File: src/verilog/dps_pkg.sv
// package for the dual-port semaphore port controller (host side)
// assumes one 200 MHz clock domain and an asynchronous sram-style port
package dps_pkg;
   localparam int ADDR_W      = 17;
   localparam int DATA_W      = 9;
   localparam int IDX_W       = 3;
   localparam int SEM_COUNT   = 8;
   localparam int CLK_PERIOD_NS = 5;
   // least time each sequencer phase lasts, in ns; write strobes drop one cycle early
   localparam int PHASE_NS    = 20;
   localparam int PHASE_CYC   = (PHASE_NS + CLK_PERIOD_NS - 1) / CLK_PERIOD_NS;
   localparam int CNT_W       = 4;
   localparam logic [0:0] FLAG_TAKEN = 1'h0;
   localparam logic [0:0] FLAG_FREE  = 1'h1;

   typedef enum logic [1:0] {
      DPS_OP_ACQUIRE = 2'h0,   // write zero, then read back
      DPS_OP_RELEASE = 2'h1,   // write one
      DPS_OP_POLL    = 2'h2    // plain read
   } dps_op_t;

   typedef struct packed {
      dps_op_t          op;
      logic [IDX_W-1:0] index;
   } dps_cmd_t;

   // pins driven toward the ram port
   typedef struct packed {
      logic              semaphore_select_n;
      logic              ce_n;
      logic              rw_n;
      logic              oe_n;
      logic [ADDR_W-1:0] addr;
      logic [DATA_W-1:0] dout;
      logic              dout_en;
   } dps_pins_t;
endpackage : dps_pkg

File: src/verilog/dps_host.sv
// host controller driving the semaphore space of one dual-port ram port
// assumes the ram pins are asynchronous; data in is synchronised here
// assumes the far port frees its own request latches after power-up
// clk_en low freezes every flop, pins included, even mid-access
// Summary of operation
// - request by writing zero, release by writing one, same port
// - select semaphores with select low, ce held high; r/w, address as ram
// - polling must drop select or output enable between reads
// - acquire writes zero first, then reads back
// - failed request is followed by rereads or a release
// - software frees all eight flags from both ports at start; here the power-up sweep releases all eight from this side only
module dps_host
   import dps_pkg::*;
(
   // clock and reset
   input  wire logic              clk,
   input  wire logic              rst_b,
   input  wire logic              clk_en,
   // command port
   input  wire logic              cmd_valid,
   input  wire dps_cmd_t          cmd,
   output logic                   cmd_ready_q,
   output logic                   done_q,
   output logic                   owned_q,
   output logic [DATA_W-1:0]      rdata_q,
   // ram port pins
   output logic                   semaphore_select_n_q,
   output logic                   ce_n_q,
   output logic                   rw_n_q,
   output logic                   oe_n_q,
   output logic [ADDR_W-1:0]      addr_q,
   output logic [DATA_W-1:0]      dout_q,
   output logic                   dout_en_q,
   input  wire logic [DATA_W-1:0] din
);
   typedef enum logic [2:0] {
      DPS_IDLE, DPS_WRITE, DPS_GAP, DPS_READ, DPS_SAMPLE, DPS_DONE
   } dps_state_t;

   dps_state_t       state_q;
   dps_cmd_t         cmd_q;
   logic [CNT_W-1:0] cnt_q;
   logic [DATA_W-1:0] din_meta_q;
   logic [DATA_W-1:0] din_sync_q;
   logic             phase_end;
   // power-up sweep state
   logic             init_q;
   logic [IDX_W-1:0] init_idx_q;

   assign phase_end = (cnt_q == CNT_W'(PHASE_CYC - 1));

   // two-flop synchroniser on the asynchronous data pins
   // only din_sync_q is read by logic; din_meta_q may be metastable
   always_ff @(posedge clk or negedge rst_b) begin
      if (!rst_b) begin
         din_meta_q <= '0;
         din_sync_q <= '0;
      end else if (clk_en) begin
         din_meta_q <= din;
         din_sync_q <= din_meta_q;
      end
   end

   // phase timer
   // the last cycle of a write phase drops the strobes and dout_en_q together,
   // so the data is not driven once the write ends
   always_ff @(posedge clk or negedge rst_b) begin
      if (!rst_b) begin
         cnt_q <= '0;
      end else if (clk_en) begin
         if (state_q == DPS_IDLE || state_q == DPS_DONE || phase_end) begin
            cnt_q <= '0;
         end else begin
            cnt_q <= cnt_q + CNT_W'(1);
         end
      end
   end

   // power-up sweep: the flags come up in no known state, so each one is
   // released from this side before any command is taken
   // the far port must free its own request latches as well; this side
   // cannot reach them
   // a reset in mid-run restarts the sweep, since a write may have been cut
   always_ff @(posedge clk or negedge rst_b) begin
      if (!rst_b) begin
         init_q     <= 1'h1;
         init_idx_q <= '0;
      end else if (clk_en) begin
         if (init_q && state_q == DPS_WRITE && phase_end) begin
            init_idx_q <= init_idx_q + IDX_W'(1);
            if (init_idx_q == IDX_W'(SEM_COUNT - 1)) begin
               init_q <= 1'h0;
            end
         end
      end
   end

   // sequencer
   // release has no read-back, so it ends straight after its write
   always_ff @(posedge clk or negedge rst_b) begin
      if (!rst_b) begin
         state_q <= DPS_IDLE;
         cmd_q   <= '0;
      end else if (clk_en) begin
         case (state_q)
            DPS_IDLE: begin
               if (init_q) begin
                  cmd_q   <= '{op: DPS_OP_RELEASE, index: init_idx_q};
                  state_q <= DPS_WRITE;
               end else if (cmd_valid) begin
                  cmd_q <= cmd;
                  // acquire always writes before reading
                  state_q <= (cmd.op == DPS_OP_POLL) ? DPS_READ : DPS_WRITE;
               end
            end
            DPS_WRITE: begin
               if (phase_end) begin
                  state_q <= (cmd_q.op == DPS_OP_ACQUIRE) ? DPS_GAP : DPS_DONE;
               end
            end
            DPS_GAP: begin
               if (phase_end) begin
                  state_q <= DPS_READ;
               end
            end
            DPS_READ: begin
               if (phase_end) begin
                  state_q <= DPS_SAMPLE;
               end
            end
            DPS_SAMPLE: begin
               if (phase_end) begin
                  state_q <= DPS_DONE;
               end
            end
            default: begin
               state_q <= DPS_IDLE;
            end
         endcase
      end
   end

   // pins: every access ends with select high, so the next read recaptures
   // and the idle port rests in standby
   always_ff @(posedge clk or negedge rst_b) begin
      if (!rst_b) begin
         semaphore_select_n_q <= 1'h1;
         ce_n_q               <= 1'h1;
         rw_n_q               <= 1'h1;
         oe_n_q               <= 1'h1;
         addr_q               <= '0;
         dout_q               <= '0;
         dout_en_q            <= 1'h0;
      end else if (clk_en) begin
         ce_n_q  <= 1'h1;
         rw_n_q  <= 1'h1;
         oe_n_q  <= 1'h1;
         dout_en_q <= 1'h0;
         semaphore_select_n_q <= 1'h1;
         // only the index bits carry meaning; upper address held zero
         addr_q  <= {{(ADDR_W-IDX_W){1'h0}}, cmd_q.index};
         if (state_q == DPS_WRITE && !phase_end) begin
            semaphore_select_n_q <= 1'h0;
            rw_n_q    <= 1'h0;
            dout_en_q <= 1'h1;
            // release writes one, acquire writes zero on bit 0
            dout_q <= {{(DATA_W-1){1'h0}},
                       (cmd_q.op == DPS_OP_RELEASE) ? FLAG_FREE
                                                    : FLAG_TAKEN};
         // select and output enable fall together so the flag is captured
         // once per read; both rise again before the next access
         end else if ((state_q == DPS_READ) ||
                      (state_q == DPS_SAMPLE && !phase_end)) begin
            semaphore_select_n_q <= 1'h0;
            oe_n_q <= 1'h0;
         end
      end
   end

   // results: flag is replicated, so bit 0 alone decides ownership
   always_ff @(posedge clk or negedge rst_b) begin
      if (!rst_b) begin
         rdata_q     <= '0;
         owned_q     <= 1'h0;
         done_q      <= 1'h0;
         cmd_ready_q <= 1'h0;
      end else if (clk_en) begin
         done_q      <= (state_q == DPS_SAMPLE) && phase_end;
         // commands wait until the power-up sweep is over
         cmd_ready_q <= (state_q == DPS_IDLE) && !cmd_valid &&
                        !init_q;
         // rdata_q is taken several cycles after the read began, well past
         // the two-flop synchroniser delay
         if (state_q == DPS_SAMPLE && phase_end) begin
            rdata_q <= din_sync_q;
            // a one here means the request is only pending
            // owned low after acquire: software rereads or releases
            // so its request does not stay latched
            owned_q <= (din_sync_q[0] == FLAG_TAKEN);
         end else if (state_q == DPS_WRITE && phase_end &&
                      cmd_q.op == DPS_OP_RELEASE) begin
            owned_q <= 1'h0;
         end
      end
   end
endmodule : dps_host

File: config.mk
export PLATFORM = sky130hd
export DESIGN_NAME = dps_host
export DESIGN_NICKNAME = d
export VERILOG_FILES = /design/src/verilog/dps_pkg.sv /design/src/verilog/dps_host.sv
export SDC_FILE = /design/constraint.sdc
export NUM_CORES = 1
export LEC_CHECK = 0
export BUFFER_PORTS_ARGS = -buffer_cell sky130_fd_sc_hd__buf_2
export CELL_PAD_IN_SITES_DETAIL_PLACEMENT = 0
export CELL_PAD_IN_SITES_GLOBAL_PLACEMENT = 1
export CORE_ASPECT_RATIO = 1.75
export CORE_MARGIN = 4
export CORE_UTILIZATION = 30
export DETAILED_ROUTE_END_ITERATION = 10
export GPL_ROUTABILITY_DRIVEN = 0
export GPL_TIMING_DRIVEN = 0
export PLACE_DENSITY_LB_ADDON = 0.1
export SYNTH_ARGS = -nofsm -noshare
export SYNTH_HDL_FRONTEND = slang
export SYNTH_SLANG_ARGS = --single-unit
File: constraint.sdc
create_clock -name clk -period 4.9 [get_ports clk]
set_input_delay 0 -clock clk [delete_from_list [all_inputs] [get_ports clk]]
set_output_delay 0 -clock clk [all_outputs]
set_load 0.01 [all_outputs]
==> results of run 1 <==
## synthesized netlist by cell type (all sizes together) (3+ instances only)
| library cell | count | share of area, % |
|---|---|---|
| nor3b | 4 | 1.2 |
| dfstp | 4 | 4.2 |
| ha | 3 | 1.5 |
| nand2 | 12 | 1.8 |
| nand3 | 3 | 0.60 |
| o21ai | 14 | 2.8 |
| mux2 | 33 | 15 |
| nor2b | 4 | 1.0 |
| buf | 28 | 7.9 |
| o31ai | 3 | 0.90 |
| clkbuf | 7 | 1.1 |
| mux2i | 4 | 1.6 |
| inv | 5 | 0.75 |
| dfrtp | 50 | 50 |
| nor2 | 5 | 0.75 |
| a21o | 3 | 0.90 |
## logic make-up (layout without fill, tap and decap cells)
kind of cell,Yosys count,after routing,synth area share (%)
muxes,37,37,16.5
and+or+nand+nor,38,38,8.49
buffers and inverters,40,100,9.74
DFF,54,54,54.4
other,2,23,0.301
adders and majority gates,4,4,1.96
xor gates and xnor gates,1,1,0.352
AOI/OAI and AO/OA,32,32,8.19
## sequential cells by signal, indices dropped and copies added, names as in the netlist
signal / flops
din_meta_q: 9
din_sync_q: 9
rdata_q: 9
cmd_q: 5
cnt_q: 4
addr_q: 3
init_idx_q: 3
state_q: 3
cmd_ready_q: 1
done_q: 1
dout_en_q: 1
dout_q: 1
init_q: 1
oe_n_q: 1
owned_q: 1
rw_n_q: 1
semaphore_select_n_q: 1
## power by group through the flow
stage | logic [mW] | registers, mW | clock network, mW
finish | 0.437 | 0.642 | 0.406
global route | 0.486 | 0.660 | 0.437
detailed placement | 0.433 | 0.652 | 0
floorplan | 0.266 | 0.666 | 0
CTS | 0.443 | 0.644 | 0.421
global placement | 0.430 | 0.650 | 0
## per-stage QoR
| stage | total power, mW | hold slack (ns) |
|---|---|---|
| finish | 1.48 | 0.0303 |
| global route | 1.58 | 0.0680 |
| CTS | 1.51 | 0.0237 |
| detailed placement | 1.08 | 0.221 |
| global placement | 1.08 | 0.218 |
| floorplan | 0.932 | -0.296 |
## critical path, cell delays in order, from the launching register on
cell and delay, ns:
dfrtp_1 0.39, ha_1 0.23, nand4bb_1 0.24, nor3b_1 0.38, nand2_1 0.17, mux2_1 0.34
## path summary, 6_finish.rpt
kind	endpoint	slack (ns)	startpoint
hold / removal	cmd_ready_q	0.03	cmd_valid
hold reg to reg	oe_n_q	0.46	oe_n_q
setup reg to reg	init_idx_q[2]	3.02	cnt_q[0]
setup / recovery	init_idx_q[2]	3.02	cnt_q[0]
min in group asynchronous	din_sync_q[4]	0.22	rst_b
max in group asynchronous	init_q	4.04	rst_b
## per-layer routing
layer  track usage [%]  part of all wire [%]
met1              11.7                    38
met2              21.7                    56
met3              2.24                   4.0
met4              4.80                   1.9
met5                 0                     0
## area by class of cell
| cell class | instances | area [sq um] | share of cell area, % |
|---|---|---|---|
| Inverter | 5 | 18.8 | 0.586 |
| Clock inverter | 3 | 45.0 | 1.41 |
| Multi-Input combinational cell | 135 | 971 | 30.3 |
| Tap cell | 90 | 113 | 3.52 |
| Clock buffer | 5 | 125 | 3.91 |
| Sequential cell | 54 | 1360 | 42.3 |
| Buffer | 35 | 224 | 6.99 |
| Timing Repair Buffer | 52 | 350 | 10.9 |
## repair_timing
action | 4_1_cts | 5_1_grt
hold buffers | 14 | 1
endpoints found under the setup margin | 0 | 0
hold endpoints to repair | 14 | 19
==> metrics.txt, run 1 <==
Final Cell Area=3200 sq um; Rel. slew slack=56.7%; initial antenna violation count=0; Final Hold Viols=0; RSZ-0062 raised after global routing=no; final setup fails=0; die extent in y=around 130 microns; Worst Skew=roughly 0.0068 ns; clk slew on worst S/H paths=roughly 0.070 ns; CTS Buf Count=5; Setup crit end kind=flop; setup TNS=0 ns; pwr dens=463 nW/um^2; worst hold path class=in -> reg; # IOs=61; Clock Tree Root=clkbuf_16; Pint=1.02 mW; largest net degree at the start of global routing=55; post-DR vias/cell=between 4 and 5; Post-Route Utilization=40.0%; Site Rows=between 40 and 50; status=finished, final reports clean; Post-CTS Setup Inserts=0; Slew @ Worst Pin=0.650 ns; grt ovf=0; most common cell after layout, fill and taps aside=dfrtp_1; starting DRC count in detailed routing=45; post-synthesis sequential area ratio=54.4%; PortBufs=36; Place WS=about 3.0 ns; Worst EP arrival=2.05 ns; DRC=0; drt total wl=5.24 mm; most frequent cells in the layout=dfrtp_1, buf_2, mux2_1; share of cells above drive strength 1=between 20% and 30%; max-cap violations=0; Slew Limit Fails=0; synthesized area=2490 sq um; Skew-Pair Late Insertion Delay=0.29 ns; post-DP HPWL=3.76 mm; final worst-path cycle share=38.4%; non-filler cells, final=around 380; switching pwr=0.465 mW; Horiz. Die Dim=76.9 microns; DRT Pass-1 Iters=4; post-layout min period=between 1.5 and 2 ns; mean area per synthesized cell=about 12 sq um; gr usage total=11.3%; Yosys cell types=41; Worst Path Required=about 5.1 ns; initial core utilization=31.1%; Final WS setup=slightly above 3 ns; Clk network pwr share=27.3%; Die ar.=about 9900 sq um; # diodes=0; Final #Nets=309; synth warn=0; reg2reg path depth=5; vias in the first global route=1757; Max clock buf depth=2; placed insts=355; synth-to-layout area growth=28.6%; EDFF count, synth=0; Post-synth ARST share=100%; sw frac=a little under a third; Lkg Pwr=1.59 nW; core area=approximately 8000 sq um; Fillers=801; Yosys reg bits=54; worst vdd ir=approximately 0.18 mV; CTS Sinks=54; post-synthesis instance total=208; first-pass GRT wire length=8.73 mm; worst-path fanout max=5; post-CTS sizing=0; top_reg_cell synth=dfrtp_1; hold path depth=4; TritonCTS clock tree=done; WL per Instance=around 14 microns; Max Clock Freq=531 MHz; combinational power share=29.4%; worst setup path class=reg -> reg; Final ANT Viol Nets=0; DP Area=roughly 2900 sq um; Flop pwr share=43.2%; # H-tree levels=2; routed vias=1691; Setup crit start kind=flop
Note: power is estimated with default switching activity, not from simulation.
==> run 2, diff against run 1 <==
--- a/config.mk
+++ b/config.mk
@@ -5,6 +5,7 @@
 export SDC_FILE = /design/constraint.sdc
 export NUM_CORES = 1
 export LEC_CHECK = 0
+export ABC_AREA = 1
 export BUFFER_PORTS_ARGS = -buffer_cell sky130_fd_sc_hd__buf_2
 export CELL_PAD_IN_SITES_DETAIL_PLACEMENT = 0
 export CELL_PAD_IN_SITES_GLOBAL_PLACEMENT = 1
==> constraint.sdc (replaced) <==
create_clock -name clk -period 1.93 [get_ports clk]
set_input_delay 0 -clock clk [delete_from_list [all_inputs] [get_ports clk]]
set_output_delay 0 -clock clk [all_outputs]
set_load 0.01 [all_outputs]
==> run 2 against run 1 <==
Compared with the run above: combinational power increased to 2.7 times the previous value; critical endpoint is now init_idx_q[0]; maximum frequency up 27%; non-clock buffer count down 3; synthesized area is 4.2% higher; clock skew decreased by 0.0034 ns; critical path type unchanged; largest power group unchanged; clock-buffer cell count rose by 2; first-iteration DRC count rose by 27%; synthesized cell count up 42%.
==> metrics.txt, run 2 <==
grt ovf=0 (unchanged); R2R Setup Slk=0.44 ns (-2.57 ns); Max clock buf depth=2 (unchanged); status=finished, final reports clean; Post-CTS Setup Inserts=0 (unchanged); worst-path fanout max=9 (+4); clk slew on worst S/H paths=0.07 ns (about the same); leading registers by flop count=din_meta_q: 9 flops, din_sync_q: 9 flops, rdata_q: 9 flops; max-cap violations=0 (unchanged); Seq. cell area=1360 sq um (unchanged); Horiz. Die Dim=78.3 microns (+1.9%); CTS Sinks=54 (unchanged); Setup crit end kind=flop; most frequent cells in the layout=nand2_1, dfrtp_1, buf_2; EDFF count, synth=0 (unchanged); drt total wl=5.97 mm (+14%); largest net degree at the start of global routing=55 (unchanged); post-synthesis instance total=296 (+42%); worst setup path class=reg -> reg; most frequent cells after synthesis=nand2_1, dfrtp_1, inv_1; die extent in y=131 microns (+2.0%); met3 usage=2.39% (+0.15 points); Setup crit start kind=flop; Worst EP arrival=1.66 ns (-0.39 ns); DRT Pass-1 Iters=4 (unchanged); # IOs=61 (unchanged); post-DR vias/cell=4.05 (-9.3%); Pwr Total=3.79 mW (+160%); post-CTS sizing=0 (unchanged); worst hold path class=in -> reg; post-layout min period=1.49 ns (-0.397 ns); CTS Hold Bufs=13 (-1); M1 GR Usage=13.5% (+1.8 points); top_reg_cell synth=dfrtp_1; count leader, synth=nand2_1; Post-synth ARST share=100% (unchanged); initial antenna violation count=0 (unchanged); Max Clock Freq=673 MHz (+27%); GR Util met2=23.1% (+1.3 points); Final Hold Viols=0 (unchanged); # diodes=0 (unchanged); Skew-Pair Late Insertion Delay=0.29 ns (about the same); Worst Path Required=2.11 ns (-2.96 ns); mean area per synthesized cell=8.77 sq um (-27%); final setup fails=0 (unchanged); Rel. slew slack=52.3% (-4.4 points); Slew Limit Fails=0 (unchanged); Die ar.=10300 sq um (+3.9%); synthesized area=2600 sq um (+4.2%); Clock Tree Root=clkbuf_16; area share of the largest cell type after synthesis=48.2% (-2.0 points); combinational power share=30.5% (+1.1 points); vias in the first global route=1929 (+9.8%); starting DRC count in detailed routing=57 (+27%); final worst-path cycle share=77.0% (+39 points); # H-tree levels=2 (unchanged); post-synthesis sequential area ratio=52.2% (-2.2 points); RSZ-0062 raised after global routing=no; pwr dens=1140 nW/um^2 (+150%); post-DP HPWL=4.36 mm (+16%); core area=8370 sq um (+4.4%); gr usage total=12.4% (+1.1 points); Clk network pwr share=27.0% (-0.3 points); Yosys cell types=29 (-29%); Flop pwr share=42.5% (-0.7 points); setup TNS=0 ns (unchanged); Pint=2.50 mW (+140%); Lkg Pwr=1.77 nW (+11%); Final Cell Area=3310 sq um (+3.3%); Worst Skew=0.00336 ns (-0.00344 ns); Synth area leaders=dfrtp_1, nand2_1, buf_4; switching pwr=1.29 mW (+180%); WL per Instance=12.2 microns (-12%); DP Area=3000 sq um (+4.9%); synth-to-layout area growth=27.5%; sw frac=34.1% (+2.8 points); initial core utilization=31.0% (-0.050 points); busiest layer in global routing=met2; multi-input combinational cell area=983 sq um (+1.3%); worst vdd ir=0.365 mV (+100%); synth warn=0 (unchanged); dominant cell type by area after synthesis=dfrtp_1; Final #Nets=396 (+28%); PortBufs=37 (+2.8%); Final ANT Viol Nets=0 (unchanged); Slew @ Worst Pin=0.716 ns (+0.0656 ns); Site Rows=44 (+2.3%); Fillers=908 (+13%); Yosys reg bits=54 (unchanged); WHS=0.0754 ns (+0.0452 ns); most common cell after layout, fill and taps aside=nand2_1; DRC=0 (unchanged); share of cells above drive strength 1=26.6% (-2.8 points); routed vias=1987 (+18%); CTS Buf Count=5 (unchanged); TritonCTS clock tree=done; first-pass GRT wire length=9.58 mm (+9.7%)
==> run 2: power groups by stage <==
| stage | logic, mW | clock network [mW] | registers [mW] |
|---|---|---|---|
| global placement | 1.14 | 0 | 1.63 |
| CTS | 1.19 | 1.06 | 1.62 |
| detailed placement | 1.16 | 0 | 1.63 |
| finish | 1.16 | 1.02 | 1.61 |
| floorplan | 0.740 | 0 | 1.67 |
| global route | 1.31 | 1.11 | 1.65 |
==> run 2: layout make-up <==
type,count,area share (%)
timing repair buffer,51,9.91
clock inverter,1,0.907
sequential,54,41.0
inverter,27,3.06
buffer,33,7.07
clock buffer,7,4.01
tap,115,4.35
multi-input combinational,203,29.7
==> run 2: cell families (layout without fill, tap and decap cells) <==
| group | after synthesis | after routing | share of synthesized area, % |
|---|---|---|---|
| compound gates | 37 | 37 | 8.82 |
| xor+xnor | 2 | 2 | 0.675 |
| fa+ha+maj | 3 | 3 | 1.45 |
| buf+inv | 60 | 119 | 12.9 |
| flops | 54 | 54 | 52.2 |
| other cells | 2 | 23 | 0.289 |
| simple gates | 138 | 138 | 23.6 |
==> run 2: per-stage QoR <==
stage,instances,util [%],worst slack (ns)
final,491,39.5,0.445
after detailed placement,469,35.9,0.423
after floorplan,317,-,0.612
after CTS,490,39.4,0.415
after global placement,469,35.9,0.411
after global routing,491,39.5,0.325
==> run 2: worst paths after layout <==
check	cells past startpoint	from	to
setup / recovery	5	init_q	init_idx_q[0]
hold / removal	4	cmd[2]	cmd_q[2]
setup reg to reg	5	init_q	init_idx_q[0]
hold reg to reg	2	din_meta_q[0]	din_meta_q[0]
max in group asynchronous	2	rst_b	state_q[2]
min in group asynchronous	2	rst_b	rdata_q[1]
==> run 2: critical path: stages (launching register included) <==
cell	delay, ns
dfstp_2	0.51
buf_2	0.19
inv_1	0.14
nor3_4	0.24
nand2_1	0.14
xor2_1	0.16
==> run 2: metal layers <==
metal / share of wire, % / wire [microns]
met4: 1.9 / 116
met5: 0 / 0
met3: 3.5 / 206
met2: 53 / 3170
met1: 41 / 2470
==> run 3, diff against run 2 <==
--- a/config.mk
+++ b/config.mk
@@ -5,7 +5,7 @@
 export SDC_FILE = /design/constraint.sdc
 export NUM_CORES = 1
 export LEC_CHECK = 0
-export ABC_AREA = 1
+export ABC_AREA = 0
 export BUFFER_PORTS_ARGS = -buffer_cell sky130_fd_sc_hd__buf_2
 export CELL_PAD_IN_SITES_DETAIL_PLACEMENT = 0
 export CELL_PAD_IN_SITES_GLOBAL_PLACEMENT = 1
==> constraint.sdc (replaced) <==
create_clock -name clk -period 1.49 [get_ports clk]
set_input_delay 0 -clock clk [delete_from_list [all_inputs] [get_ports clk]]
set_output_delay 0 -clock clk [all_outputs]
set_load 0.01 [all_outputs]
==> run 3 against run 2 <==
Compared with the run above: critical path type unchanged; cell area increased by 4.7%; sequential power up 34%; non-clock buffer count increased by 13; worst hold slack worse by 0.065 ns; critical endpoint is now state_q[0]; die area down 3.7%; clock power increased by 19%; wire length decreased by 8.8%; global-route usage shrank 0.79 points; the run now ends with setup timing left.
==> metrics.txt, run 3 (synthesis gave the netlist of run 1 again) <==
grt ovf=0 (unchanged); starting DRC count in detailed routing=62 (+8.8%); sw frac=33.0% (-1.0 points); largest net degree at the start of global routing=55 (unchanged); Setup crit end kind=flop; post-DR vias/cell=4.44 (+9.8%); DP Area=2890 sq um (-3.7%); Crit path max-delay family=simple AND/OR/NAND/NOR gates; Seq. cell area=1360 sq um (about the same); worst-path fanout max=5 (-4); Clk network pwr share=22.9% (-4.1 points); WL per Instance=14.0 microns (+15%); # diodes=0 (unchanged); Rel. slew slack=53.7% (+1.4 points); CTS Sinks=54 (unchanged); vias in the first global route=1810 (-6.2%); Final ANT Viol Nets=0 (unchanged); # IOs=61 (unchanged); Final WS setup=-0.255 ns (-0.699 ns); worst hold path class=in -> reg; status=finished with violations; Final Hold Viols=0 (unchanged); # H-tree levels=2 (unchanged); synth-to-layout area growth=39.1%; final setup fails=19 (+19); gr usage total=11.6% (-0.79 points); final worst-path cycle share=117% (+40 points); Clock Tree Root=clkbuf_16; worst-path cell chain=ha_4 -> or3b_4 -> maj3_2 -> nor4bb_2 -> a21o_1; Slew Limit Fails=0 (unchanged); first-pass GRT wire length=8.84 mm (-7.7%); failing checks=setup timing; post-DP HPWL=3.76 mm (-14%); combinational power share=36.1% (+5.6 points); pwr dens=1520 nW/um^2 (+33%); PortBufs=36 (-2.7%); Flop pwr share=40.9% (-1.6 points); Worst EP arrival=1.98 ns (+0.32 ns); Final #Nets=319 (-19%); Critical path buffers and inverters=0 (-2); multi-input combinational cell area=1150 sq um (+17%); Worst Skew=0.00816 ns (+0.00480 ns); initial core utilization=31.1% (+0.050 points); switching pwr=1.74 mW (+35%); core area=8020 sq um (-4.2%); leading registers by flop count=din_meta_q: 9 flops, din_sync_q: 9 flops, rdata_q: 9 flops; TritonCTS clock tree=done; Worst Path Required=1.72 ns (-0.39 ns); R2R Setup Slk=-0.25 ns (-0.70 ns); CTS Buf Count=5 (unchanged); most common cell after layout, fill and taps aside=dfrtp_1; Max clock buf depth=2 (unchanged); Skew-Pair Late Insertion Delay=0.29 ns (about the same); max-cap violations=0 (unchanged); routed vias=1729 (-13%); Lkg Pwr=1.70 nW (-4.0%); clk slew on worst S/H paths=0.07 ns (about the same); DRT Pass-1 Iters=4 (unchanged); Final Cell Area=3460 sq um (+4.7%); share of cells above drive strength 1=41.8% (+15 points); DRC=0 (unchanged); Horiz. Die Dim=76.9 microns (-1.8%); Post-Route Utilization=43.2% (+3.7 points); Crit-path slowest cell=dfrtp_1; Max Clock Freq=573 MHz (-15%); Place WS=-0.334 ns (-0.757 ns); most frequent cells in the layout=dfrtp_1, buf_2, buf_4; drt total wl=5.44 mm (-8.8%); die extent in y=129 microns (-1.9%); Die ar.=9880 sq um (-3.7%); worst vdd ir=0.681 mV (+87%); Worst path max stage delay=0.41 ns (-0.10 ns); worst setup path class=reg -> reg; Site Rows=43 (-2.3%); post-layout min period=1.74 ns (+0.259 ns); RSZ-0062 raised after global routing=yes; Slew @ Worst Pin=0.695 ns (-0.0204 ns); Fillers=793 (-13%); initial antenna violation count=0 (unchanged); Pint=3.53 mW (+42%); Setup crit start kind=flop
run 3: routing by layer:
metal / global-route usage, % / part of all wire, %
met4: 5.12 / 2.1
met2: 22.2 / 54
met3: 2.73 / 4.2
met5: 0 / 0
met1: 11.8 / 39
run 3: through the flow:
step	std cells	hold slack, ns	setup TNS (ns)	power [mW]
2_1_floorplan	229	-0.296	-0.407	3.09
3_3_place_gp	355	0.218	-5.70	3.58
3_5_place_dp	355	0.221	-5.43	3.59
4_1_cts	387	0.00960	-2.93	5.26
5_1_grt	389	0.0690	-4.89	5.63
6_report	389	0.0102	-3.01	5.28
run 3: final timing paths:
path,startpoint,end,cells after the start
setup / recovery,cnt_q[1],state_q[0],5
hold / removal,cmd[1],cmd_q[1],3
setup reg to reg,cnt_q[1],state_q[0],5
hold reg to reg,din_sync_q[0],owned_q,1
max in group asynchronous,rst_b,state_q[1],2
min in group asynchronous,rst_b,din_sync_q[8],2
run 3: what timing repair did:
action | in CTS | in global routing
hold buffers | 13 | 1
buffers inserted | 12 | 2
pin swaps | 10 | 8
setup endpoints to repair | 26 | 31
gates resized for setup | 32 | 10
hold endpoints to repair | 13 | 50
cloned | 0 | 0
run 3: power by group through the flow:
stage | Combinational, mW | Clock [mW] | Sequential, mW
after floorplan | 0.894 | 0 | 2.20
after global placement | 1.43 | 0 | 2.15
after detailed placement | 1.44 | 0 | 2.15
after CTS | 1.83 | 1.27 | 2.16
after global routing | 2.09 | 1.31 | 2.22
final | 1.91 | 1.21 | 2.16
run 3: final cells by class:
| class | count | area share [%] |
|---|---|---|
| inverters | 5 | 0.542 |
| multi-input cells | 135 | 33.1 |
| clock buffers | 6 | 4.01 |
| clock inverters | 2 | 0.469 |
| repair buffers | 64 | 12.8 |
| flip-flops and latches | 54 | 39.2 |
| well taps | 90 | 3.25 |
| plain buffers | 33 | 6.65 |
run 3: worst reg2reg max path, cell delays in order, from the launching register on:
cell and delay [ns]:
dfrtp_1 0.41, ha_4 0.16, or3b_4 0.41, maj3_2 0.31, nor4bb_2 0.28, a21o_1 0.11
